[config.mk]
export PLATFORM = sky130hd
export DESIGN_NAME = dtf_task_file
export DESIGN_NICKNAME = d
export VERILOG_FILES = /design/src/inc/dtf_pkg.sv /design/src/hw/dtf_task_file.sv
export SDC_FILE = /design/constraint.sdc
export NUM_CORES = 1
export LEC_CHECK = 0
export ABC_AREA = 1
export BUFFER_PORTS_ARGS = -buffer_cell sky130_fd_sc_hd__buf_4
export CORE_MARGIN = 2
export CORE_UTILIZATION = 52
export CTS_BUF_LIST = sky130_fd_sc_hd__clkbuf_4 sky130_fd_sc_hd__clkbuf_8
export DETAILED_ROUTE_END_ITERATION = 7
export PLACE_DENSITY = 0.79
export SLEW_MARGIN = 20
export SYNTH_ARGS = -nofsm -noshare
export SYNTH_HDL_FRONTEND = slang
export SYNTH_SLANG_ARGS = --single-unit
[constraint.sdc]
create_clock -name i_clk -period 1.4 [get_ports i_clk]
set_input_delay 0.14 -clock i_clk [delete_from_list [all_inputs] [get_ports i_clk]]
set_output_delay 0.14 -clock i_clk [all_outputs]
set_load 0.01 [all_outputs]
[src/inc/dtf_pkg.sv]
// constants for the disk task-file register group
package dtf_pkg;
    // task-file port indices (low three address bits)
    localparam logic [2:0] ADDR_DATA   = 3'h0;
    localparam logic [2:0] ADDR_ERROR  = 3'h1;
    localparam logic [2:0] ADDR_COUNT  = 3'h2;
    localparam logic [2:0] ADDR_SECTOR = 3'h3;
    localparam logic [2:0] ADDR_CYL_LO = 3'h4;
    localparam logic [2:0] ADDR_CYL_HI = 3'h5;
    localparam logic [2:0] ADDR_HEAD   = 3'h6;
    localparam logic [2:0] ADDR_STATUS = 3'h7;

    // reset values
    localparam logic [7:0] RST_COUNT  = 8'h01;
    localparam logic [7:0] RST_SECTOR = 8'h01;
    localparam logic [7:0] RST_CYL    = 8'h00;
    localparam logic [7:0] RST_HEAD   = 8'h00;
    localparam logic [7:0] RST_ERROR  = 8'h01;

    // unit/head fields
    localparam int HEAD_FIXED_HI = 7;
    localparam int HEAD_LBA_BIT  = 6;
    localparam int HEAD_FIXED_LO = 5;
    localparam int HEAD_UNIT_BIT = 4;

    // status and error fields
    localparam int ST_BUSY_BIT  = 7;
    localparam int ST_READY_BIT = 6;
    localparam int ST_FAULT_BIT = 5;
    localparam int ST_SEEK_BIT  = 4;
    localparam int ST_XREQ_BIT  = 3;
    localparam int ST_ERR_BIT   = 0;
    localparam int ERR_ABORT_BIT = 2;

    // a stored count of zero stands for this many sectors
    localparam logic [8:0] FULL_COUNT = 9'h100;

    // opcodes
    localparam logic [7:0] OP_WR_NORM    = 8'h30;
    localparam logic [7:0] OP_WR_NORM_NR = 8'h31;
    localparam logic [7:0] OP_WR_LONG    = 8'h32;
    localparam logic [7:0] OP_WR_LONG_NR = 8'h33;
    localparam logic [7:0] OP_WR_VERIFY  = 8'h3C;
    localparam logic [7:0] OP_WR_BUFFER  = 8'hE8;
    localparam logic [7:0] OP_WR_MULTI   = 8'hC5;
    localparam logic [7:0] OP_WR_DMA     = 8'hCA;
    localparam logic [7:0] OP_WR_DMA_NR  = 8'hCB;
    localparam logic [7:0] OP_RD_BUFFER  = 8'hE4;
    localparam logic [7:0] OP_RD_MULTI   = 8'hC4;
    localparam logic [7:0] OP_SET_FEAT   = 8'hEF;
    localparam logic [7:0] OP_SET_MULTI  = 8'hC6;
    localparam logic [7:0] OP_RD_NATIVE  = 8'hF8;
    localparam logic [7:0] OP_SET_MAX    = 8'hF9;
    localparam logic [7:0] OP_IDENTIFY   = 8'hEC;
    localparam logic [7:0] OP_INIT_PARAM = 8'h91;
    localparam logic [7:0] OP_FORMAT     = 8'h50;
    localparam logic [7:0] OP_DIAG       = 8'h90;
    localparam logic [7:0] OP_MONITOR    = 8'hB0;
    localparam logic [3:0] OP_RECAL_HI   = 4'h1;
    localparam logic [3:0] OP_SEEK_HI    = 4'h7;
    localparam logic [6:0] OP_RD_SECT_HI = 7'h10;  // 20h..23h
    localparam logic [6:0] OP_RD_VER_HI  = 7'h20;  // 40h..41h
    localparam logic [6:0] OP_RD_DMA_HI  = 7'h64;  // C8h..C9h
    localparam logic [7:0] OP_PWR_ALT_LO = 8'h94;  // 94h..99h
    localparam logic [7:0] OP_PWR_ALT_HI = 8'h99;
    localparam logic [7:0] OP_PWR_LO     = 8'hE0;  // E0h..E3h, E5h, E6h
    localparam logic [7:0] OP_PWR_HI     = 8'hE6;
    localparam logic [7:0] OP_PWR_GAP    = 8'hE4;
endpackage : dtf_pkg

[src/hw/dtf_task_file.sv]
// task-file register group: parameters, status and command of a disk unit
`timescale 1ns/1ps
module dtf_task_file (
    input  wire logic        i_clk,
    input  wire logic        i_rst,
    input  wire logic        i_cs,
    input  wire logic [2:0]  i_addr,
    input  wire logic        i_rd,
    input  wire logic        i_wr,
    input  wire logic [7:0]  i_wdata,
    output logic      [7:0]  o_rdata,
    input  wire logic        i_init_done,
    input  wire logic        i_unit_ready_flag,
    input  wire logic        i_write_fault_flag,
    input  wire logic        i_seek_done_flag,
    input  wire logic        i_transfer_request_flag,
    input  wire logic        i_sector_done,
    input  wire logic        i_cmd_done,
    input  wire logic        i_cmd_error,
    output logic             o_busy,
    output logic             o_irq,
    output logic             o_cmd_start,
    output logic      [7:0]  o_cmd_opcode,
    output logic      [8:0]  o_transfer_total,
    output logic      [27:0] o_lba_addr,
    output logic             o_linear_block_mode,
    output logic             o_unit_select,
    output logic      [3:0]  o_head
);

    typedef enum logic [2:0] {
        DTF_INIT = 3'b001,
        DTF_IDLE = 3'b010,
        DTF_EXEC = 3'b100
    } dtf_state_t;

    dtf_state_t  state_reg, state_next;
    logic [7:0]  count_reg, count_next;
    logic [7:0]  sector_reg, sector_next;
    logic [7:0]  cyl_lo_reg, cyl_lo_next;
    logic [7:0]  cyl_hi_reg, cyl_hi_next;
    logic [5:0]  head_reg, head_next;     // {lba, unit, head[3:0]}
    logic [7:0]  opcode_reg;
    logic        err_reg, err_next;
    logic        abort_reg, abort_next;
    logic        diag_reg;
    logic        irq_reg, irq_next;
    logic        start_reg;
    logic [7:0]  rdata_reg, rdata_next;

    // opcode is a known command
    function automatic logic dtf_valid(input logic [7:0] op);
        logic v;
        v = 1'b0;
        unique case (op)
            dtf_pkg::OP_WR_NORM, dtf_pkg::OP_WR_NORM_NR,
            dtf_pkg::OP_WR_LONG, dtf_pkg::OP_WR_LONG_NR,
            dtf_pkg::OP_WR_VERIFY, dtf_pkg::OP_WR_BUFFER,
            dtf_pkg::OP_WR_MULTI, dtf_pkg::OP_WR_DMA,
            dtf_pkg::OP_WR_DMA_NR: v = 1'b1;
            dtf_pkg::OP_SET_FEAT, dtf_pkg::OP_SET_MULTI,
            dtf_pkg::OP_RD_NATIVE, dtf_pkg::OP_SET_MAX: v = 1'b1;
            dtf_pkg::OP_IDENTIFY, dtf_pkg::OP_INIT_PARAM,
            dtf_pkg::OP_FORMAT, dtf_pkg::OP_DIAG,
            dtf_pkg::OP_MONITOR, dtf_pkg::OP_RD_BUFFER,
            dtf_pkg::OP_RD_MULTI: v = 1'b1;
            default: v = 1'b0;
        endcase
        if (op[7:4] == dtf_pkg::OP_RECAL_HI || op[7:4] == dtf_pkg::OP_SEEK_HI) begin
            v = 1'b1;
        end
        if (op[7:2] == dtf_pkg::OP_RD_SECT_HI[6:1] || op[7:1] == dtf_pkg::OP_RD_VER_HI
            || op[7:1] == dtf_pkg::OP_RD_DMA_HI) begin
            v = 1'b1;
        end
        if ((op >= dtf_pkg::OP_PWR_ALT_LO && op <= dtf_pkg::OP_PWR_ALT_HI)
            || (op >= dtf_pkg::OP_PWR_LO && op <= dtf_pkg::OP_PWR_HI
                && op != dtf_pkg::OP_PWR_GAP)) begin
            v = 1'b1;
        end
        return v;
    endfunction : dtf_valid

    // command accepts linear addressing (uses the address registers)
    function automatic logic dtf_lba_ok(input logic [7:0] op);
        logic v;
        v = 1'b0;
        unique case (op)
            dtf_pkg::OP_WR_NORM, dtf_pkg::OP_WR_NORM_NR,
            dtf_pkg::OP_WR_LONG, dtf_pkg::OP_WR_LONG_NR,
            dtf_pkg::OP_WR_VERIFY, dtf_pkg::OP_WR_MULTI,
            dtf_pkg::OP_WR_DMA, dtf_pkg::OP_WR_DMA_NR,
            dtf_pkg::OP_RD_MULTI, dtf_pkg::OP_FORMAT,
            dtf_pkg::OP_INIT_PARAM, dtf_pkg::OP_RD_NATIVE,
            dtf_pkg::OP_SET_MAX: v = 1'b1;
            default: v = 1'b0;
        endcase
        if (op[7:4] == dtf_pkg::OP_SEEK_HI || op[7:2] == dtf_pkg::OP_RD_SECT_HI[6:1]
            || op[7:1] == dtf_pkg::OP_RD_VER_HI || op[7:1] == dtf_pkg::OP_RD_DMA_HI) begin
            v = 1'b1;
        end
        return v;
    endfunction : dtf_lba_ok

    // decode
    wire        idle       = (state_reg == DTF_IDLE);
    wire        exec       = (state_reg == DTF_EXEC);
    wire        busy       = !idle;
    wire        rd_hit     = i_cs && i_rd;
    wire        wr_hit     = i_cs && i_wr && idle;                // busy refuses writes
    wire        wr_count   = wr_hit && i_addr == dtf_pkg::ADDR_COUNT;
    wire        wr_sector  = wr_hit && i_addr == dtf_pkg::ADDR_SECTOR;
    wire        wr_cyl_lo  = wr_hit && i_addr == dtf_pkg::ADDR_CYL_LO;
    wire        wr_cyl_hi  = wr_hit && i_addr == dtf_pkg::ADDR_CYL_HI;
    wire        wr_head    = wr_hit && i_addr == dtf_pkg::ADDR_HEAD;
    wire        wr_cmd     = wr_hit && i_addr == dtf_pkg::ADDR_STATUS;
    wire        lba_on     = head_reg[5];
    wire        cmd_abort  = !dtf_valid(i_wdata)
                           || !i_unit_ready_flag || i_write_fault_flag
                           || (lba_on && !dtf_lba_ok(i_wdata));
    wire        cmd_accept = wr_cmd && !cmd_abort;
    wire        cmd_reject = wr_cmd && cmd_abort;
    wire        sect_step  = exec && i_sector_done;
    wire        finish     = exec && i_cmd_done;
    wire        stat_read  = rd_hit && i_addr == dtf_pkg::ADDR_STATUS;
    wire [27:0] lba_addr   = {head_reg[3:0], cyl_hi_reg, cyl_lo_reg, sector_reg};
    wire [27:0] lba_inc    = lba_addr + 28'h0000001;
    wire [7:0]  head_byte  = {1'b1, head_reg[5], 1'b1, head_reg[4:0]};
    wire [7:0]  err_byte   = {5'h00, abort_reg, 1'b0, diag_reg};

    wire [7:0] status_byte;
    assign status_byte[dtf_pkg::ST_BUSY_BIT]  = busy;
    assign status_byte[dtf_pkg::ST_READY_BIT] = i_unit_ready_flag;
    assign status_byte[dtf_pkg::ST_FAULT_BIT] = i_write_fault_flag;
    assign status_byte[dtf_pkg::ST_SEEK_BIT]  = i_seek_done_flag;
    assign status_byte[dtf_pkg::ST_XREQ_BIT]  = i_transfer_request_flag;
    assign status_byte[2:1]                   = 2'h0;
    assign status_byte[dtf_pkg::ST_ERR_BIT]   = err_reg;

    // read mux; busy overrides every register
    wire [7:0] reg_sel =
        (i_addr == dtf_pkg::ADDR_ERROR)  ? err_byte   :
        (i_addr == dtf_pkg::ADDR_COUNT)  ? count_reg  :
        (i_addr == dtf_pkg::ADDR_SECTOR) ? sector_reg :
        (i_addr == dtf_pkg::ADDR_CYL_LO) ? cyl_lo_reg :
        (i_addr == dtf_pkg::ADDR_CYL_HI) ? cyl_hi_reg :
        (i_addr == dtf_pkg::ADDR_HEAD)   ? head_byte  :
        (i_addr == dtf_pkg::ADDR_STATUS) ? status_byte : 8'h00;
    assign rdata_next = !rd_hit ? rdata_reg : (busy ? status_byte : reg_sel);

    // parameter registers
    assign count_next  = wr_count ? i_wdata : (sect_step ? count_reg - 8'h01 : count_reg);
    assign sector_next = wr_sector ? i_wdata :
                         (sect_step ? (lba_on ? lba_inc[7:0] : sector_reg + 8'h01)
                                    : sector_reg);
    assign cyl_lo_next = wr_cyl_lo ? i_wdata :
                         ((sect_step && lba_on) ? lba_inc[15:8] : cyl_lo_reg);
    assign cyl_hi_next = wr_cyl_hi ? i_wdata :
                         ((sect_step && lba_on) ? lba_inc[23:16] : cyl_hi_reg);
    assign head_next   = wr_head ? {i_wdata[dtf_pkg::HEAD_LBA_BIT], i_wdata[4:0]} :
                         ((sect_step && lba_on) ? {head_reg[5:4], lba_inc[27:24]}
                                                : head_reg);

    // completion flags; a new event wins over any clear
    assign err_next   = (cmd_reject || (finish && i_cmd_error)) ? 1'b1 :
                        (cmd_accept ? 1'b0 : err_reg);
    assign abort_next = cmd_reject ? 1'b1 : (cmd_accept ? 1'b0 : abort_reg);
    assign irq_next   = (cmd_reject || finish) ? 1'b1 :
                        ((stat_read || cmd_accept) ? 1'b0 : irq_reg);

    always_comb begin
        state_next = state_reg;
        unique case (state_reg)
            DTF_INIT: if (i_init_done) begin
                state_next = DTF_IDLE;
            end
            DTF_IDLE: if (cmd_accept) begin
                state_next = DTF_EXEC;
            end
            DTF_EXEC: if (i_cmd_done) begin
                state_next = DTF_IDLE;
            end
        endcase
    end

    always_ff @(posedge i_clk) begin
        if (i_rst) begin
            state_reg  <= DTF_INIT;
            count_reg  <= dtf_pkg::RST_COUNT;
            sector_reg <= dtf_pkg::RST_SECTOR;
            cyl_lo_reg <= dtf_pkg::RST_CYL;
            cyl_hi_reg <= dtf_pkg::RST_CYL;
            head_reg   <= dtf_pkg::RST_HEAD[5:0];
            err_reg    <= 1'b0;
            abort_reg  <= 1'b0;
            diag_reg   <= dtf_pkg::RST_ERROR[0];
            irq_reg    <= 1'b0;
            start_reg  <= 1'b0;
            opcode_reg <= 8'h00;
            rdata_reg  <= 8'h00;
        end else begin
            state_reg  <= state_next;
            count_reg  <= count_next;
            sector_reg <= sector_next;
            cyl_lo_reg <= cyl_lo_next;
            cyl_hi_reg <= cyl_hi_next;
            head_reg   <= head_next;
            err_reg    <= err_next;
            abort_reg  <= abort_next;
            diag_reg   <= wr_cmd ? 1'b0 : diag_reg;
            irq_reg    <= irq_next;
            start_reg  <= cmd_accept;
            opcode_reg <= wr_cmd ? i_wdata : opcode_reg;
            rdata_reg  <= rdata_next;
        end
    end

    assign o_rdata             = rdata_reg;
    assign o_busy              = busy;
    assign o_irq               = irq_reg;
    assign o_cmd_start         = start_reg;
    assign o_cmd_opcode        = opcode_reg;
    assign o_transfer_total    = (count_reg == 8'h00) ? dtf_pkg::FULL_COUNT
                                                      : {1'b0, count_reg};
    assign o_lba_addr          = lba_addr;
    assign o_linear_block_mode = lba_on;
    assign o_unit_select       = head_reg[4];
    assign o_head              = head_reg[3:0];
endmodule : dtf_task_file

==> impl_metrics.json <==
{
  "cts_tree": "yes",
  "initialDrtViolationCount": 905,
  "hp-class": "in2reg",
  "start_kind": "flop",
  "antenna_found_initial": 1,
  "hold_slack_ps": 107,
  "hpwl_um": 13400,
  "grt_pass1_wl_um": 28100,
  "viasPerCell": 6.25,
  "grt_pass1_vias": 5589,
  "crit_slowest_cell": "xor2_1",
  "fin_total_pwr_w": 0.00434,
  "num_io_pins": 86,
  "cts-buffers-inserted": 9,
  "setup_slack_ps": -572,
  "cts_buffer_depth": 2,
  "slew_viol_final": 0,
  "worstPathArrival_ps": 2280,
  "fmax_ghz": 0.507,
  "placed_cell_area_um2": 5970,
  "min_period_over_period_pct": 141,
  "routedWlPerCell_um": 23.0,
  "drtPass1Iterations": 6,
  "clock_sinks": 62,
  "clk_latency_ps": 370,
  "slowest_delay_ps": 510,
  "crit_chain": "nand3_4, buf_6, nor3_4, nand3_2, xor2_1, nand2_1, o221ai_2, nand2_1, inv_1",
  "fin_skew_ps": 23.9,
  "timing.final.crit_period_ps": 1970,
  "power_leakage_nw": 3.51,
  "p_sw_w": 0.00140,
  "final_layout_size_suffix_gt1_share_pct": 49.9,
  "core-area_um2": 8090,
  "path_max_fanout": 4,
  "portBuffers": 85,
  "setup_viol": 58,
  "ys_types": 42,
  "syn_inst": 672,
  "crit_top_cell": "nand2_1",
  "die_h_um": 94.7,
  "grt.overflow.total": 0,
  "slew_headroom_pct": 40.9,
  "switching_share_pct": 32.4,
  "p_clk_share_pct": 39.7,
  "synth_seq_cells": 62,
  "nNetsFinal": 932,
  "ant_nets": 0,
  "p_per_area_nw_per_um2": 594,
  "end_kind": "flop",
  "critical_path_class": "reg2reg",
  "ir_drop_mv": 0.589,
  "synth_ff_type": "dfxtp_1",
  "dp_slack_ps": -247,
  "routed_wirelength_um": 23300,
  "htreeDepth": 3,
  "seq_area_frac_synth_pct": 29.0,
  "postLayoutCellArea_um2": 7300,
  "synth_nets": 699,
  "synth_edf_count": 0,
  "yosysMostFrequentCell": "nand2_1",
  "syn-cell-area_um2": 4280,
  "hold_viol_final": 0,
  "final.fill_count": 379,
  "root_buffer": "clkbuf_8",
  "synth_area_leader_cell": "dfxtp_1",
  "p_seq_share_pct": 41.6,
  "dieArea_um2": 8970,
  "drc_errors": 0,
  "row_count": 33,
  "rsz0062_at_grt": "yes",
  "synth-async-reset-ratio_pct": 0,
  "max_cap_violations": 0,
  "yosysWarningCount": 0,
  "synth_top_area_share_pct": 29.0,
  "grt_max_degree": 50,
  "initial_utilization_pct": 52.9,
  "status": "finished, violations left",
  "power.internal_w": 0.00293,
  "die_x_um": 94.7,
  "required_ps": 1710,
  "synth.area.top_cells": "dfxtp_1 29%, nand2_1 14%, inv_1 7.5%",
  "max_slew.worst_pin.slew_ps": 876,
  "clk_pin_slew_worst_paths_ps": 100,
  "via_count": 6350,
  "ys_top_cells_by_count": "165 x nand2_1, 85 x inv_1, 71 x nor2_1, 62 x dfxtp_1, 50 x o21ai_0",
  "combPwrFrac_pct": 18.7,
  "area_growth_pct": 70.7,
  "fin_util_pct": 90.2,
  "violations": "negative setup slack",
  "hold_buffers": 0,
  "place_congestion": 1.07,
  "syn_area_per_cell_um2": 6.37,
  "grtUsageTotal_pct": 41.9
}
## cells by family (layout without fill, tap and decap cells)
family | after synthesis | count (layout) | share of synthesized area, %
compound gates | 136 | 136 | 17.9
simple gates | 326 | 326 | 35.6
other cells | 0 | 1 | 0
buf+inv | 122 | 360 | 11.9
xor+xnor | 23 | 23 | 4.71
fa+ha+maj | 3 | 3 | 0.877
flops | 62 | 62 | 29.0
## through the flow
| step | std cells | setup TNS, ps |
|---|---|---|
| after detailed placement | 961 | -5120 |
| after global routing | 1015 | -13160 |
| after CTS | 1002 | -4010 |
| after floorplan | 672 | -469 |
| after global placement | 961 | -3590 |
| final | 1016 | -10100 |
## cell type report
class                   instances  area (um2)  share of cell area [%]
inverters                      91         369                    5.05
repair buffers                253        2100                    28.7
clock buffers                   9         124                    1.70
diodes                          1        2.50                  0.0343
clock inverters                 7        75.1                    1.03
multi-input cells             488        3190                    43.7
well taps                     105         131                    1.80
flip-flops and latches         62        1310                    18.0
## power groups by stage
stage	Combinational (W)	Sequential, W	Clock (W)
floorplan	0.000274	0.00186	0
global placement	0.000608	0.00186	0
detailed placement	0.000616	0.00186	0
CTS	0.000653	0.00181	0.00164
global route	0.000837	0.00181	0.00177
finish	0.000810	0.00180	0.00172
## layer usage
metal  wire length, um  global-route usage, %  up-vias
met1              7600                   48.4     2880
li1                  -                      -     2674
met5                 0                      0        -
met4              2060                   26.2        0
met2             10400                   70.2      597
met3              3310                   8.94      199
## worst max-delay path, delay by kind of cell, from the launching register on
family          cells  cell delay [ps]
flops               1              410
xor+xnor            1              510
simple gates        5              690
buf+inv             2              220
compound gates      1               90
## layout by cell type (no fill, tap or decap), drive strengths merged, types with 2 or more instances in the layout
cell type	instances
nand2	171
clkinv	3
o211ai	12
nand3	39
nor3	14
a21oi	45
nor4	6
nand4	11
buf	252
or2	2
clkinvlp	5
o2111ai	2
dfxtp	62
xnor2	6
o221ai	5
o21ai	52
o22ai	9
inv	89
a31oi	8
xor2	17
nor2	81
nand3b	2
clkbuf	10
ha	3
## path summary, 6_finish.rpt
| kind | to | slack (ps) | depth (start not counted) | from |
|---|---|---|---|---|
| hold reg to reg | diag_reg$_SDFFE_PP1P_ | 470 | 2 | diag_reg$_SDFFE_PP1P_ |
| hold / removal | state_reg[1]$_SDFFE_PP0P_ | 110 | 2 | i_rst |
| setup reg to reg | cyl_lo_reg[7]$_SDFFE_PP0P_ | -570 | 9 | sector_reg[1]$_SDFFE_PP0P_ |
| setup / recovery | cyl_lo_reg[7]$_SDFFE_PP0P_ | -570 | 9 | sector_reg[1]$_SDFFE_PP0P_ |
## timing repair
item,CTS,global route
cloned,2,1
setup endpoints to repair,48,64
resized for setup,109,134
pin swaps,25,33
hold endpoints to repair,0,0
buffers inserted,23,16
Note: power is estimated with default switching activity, not from simulation.
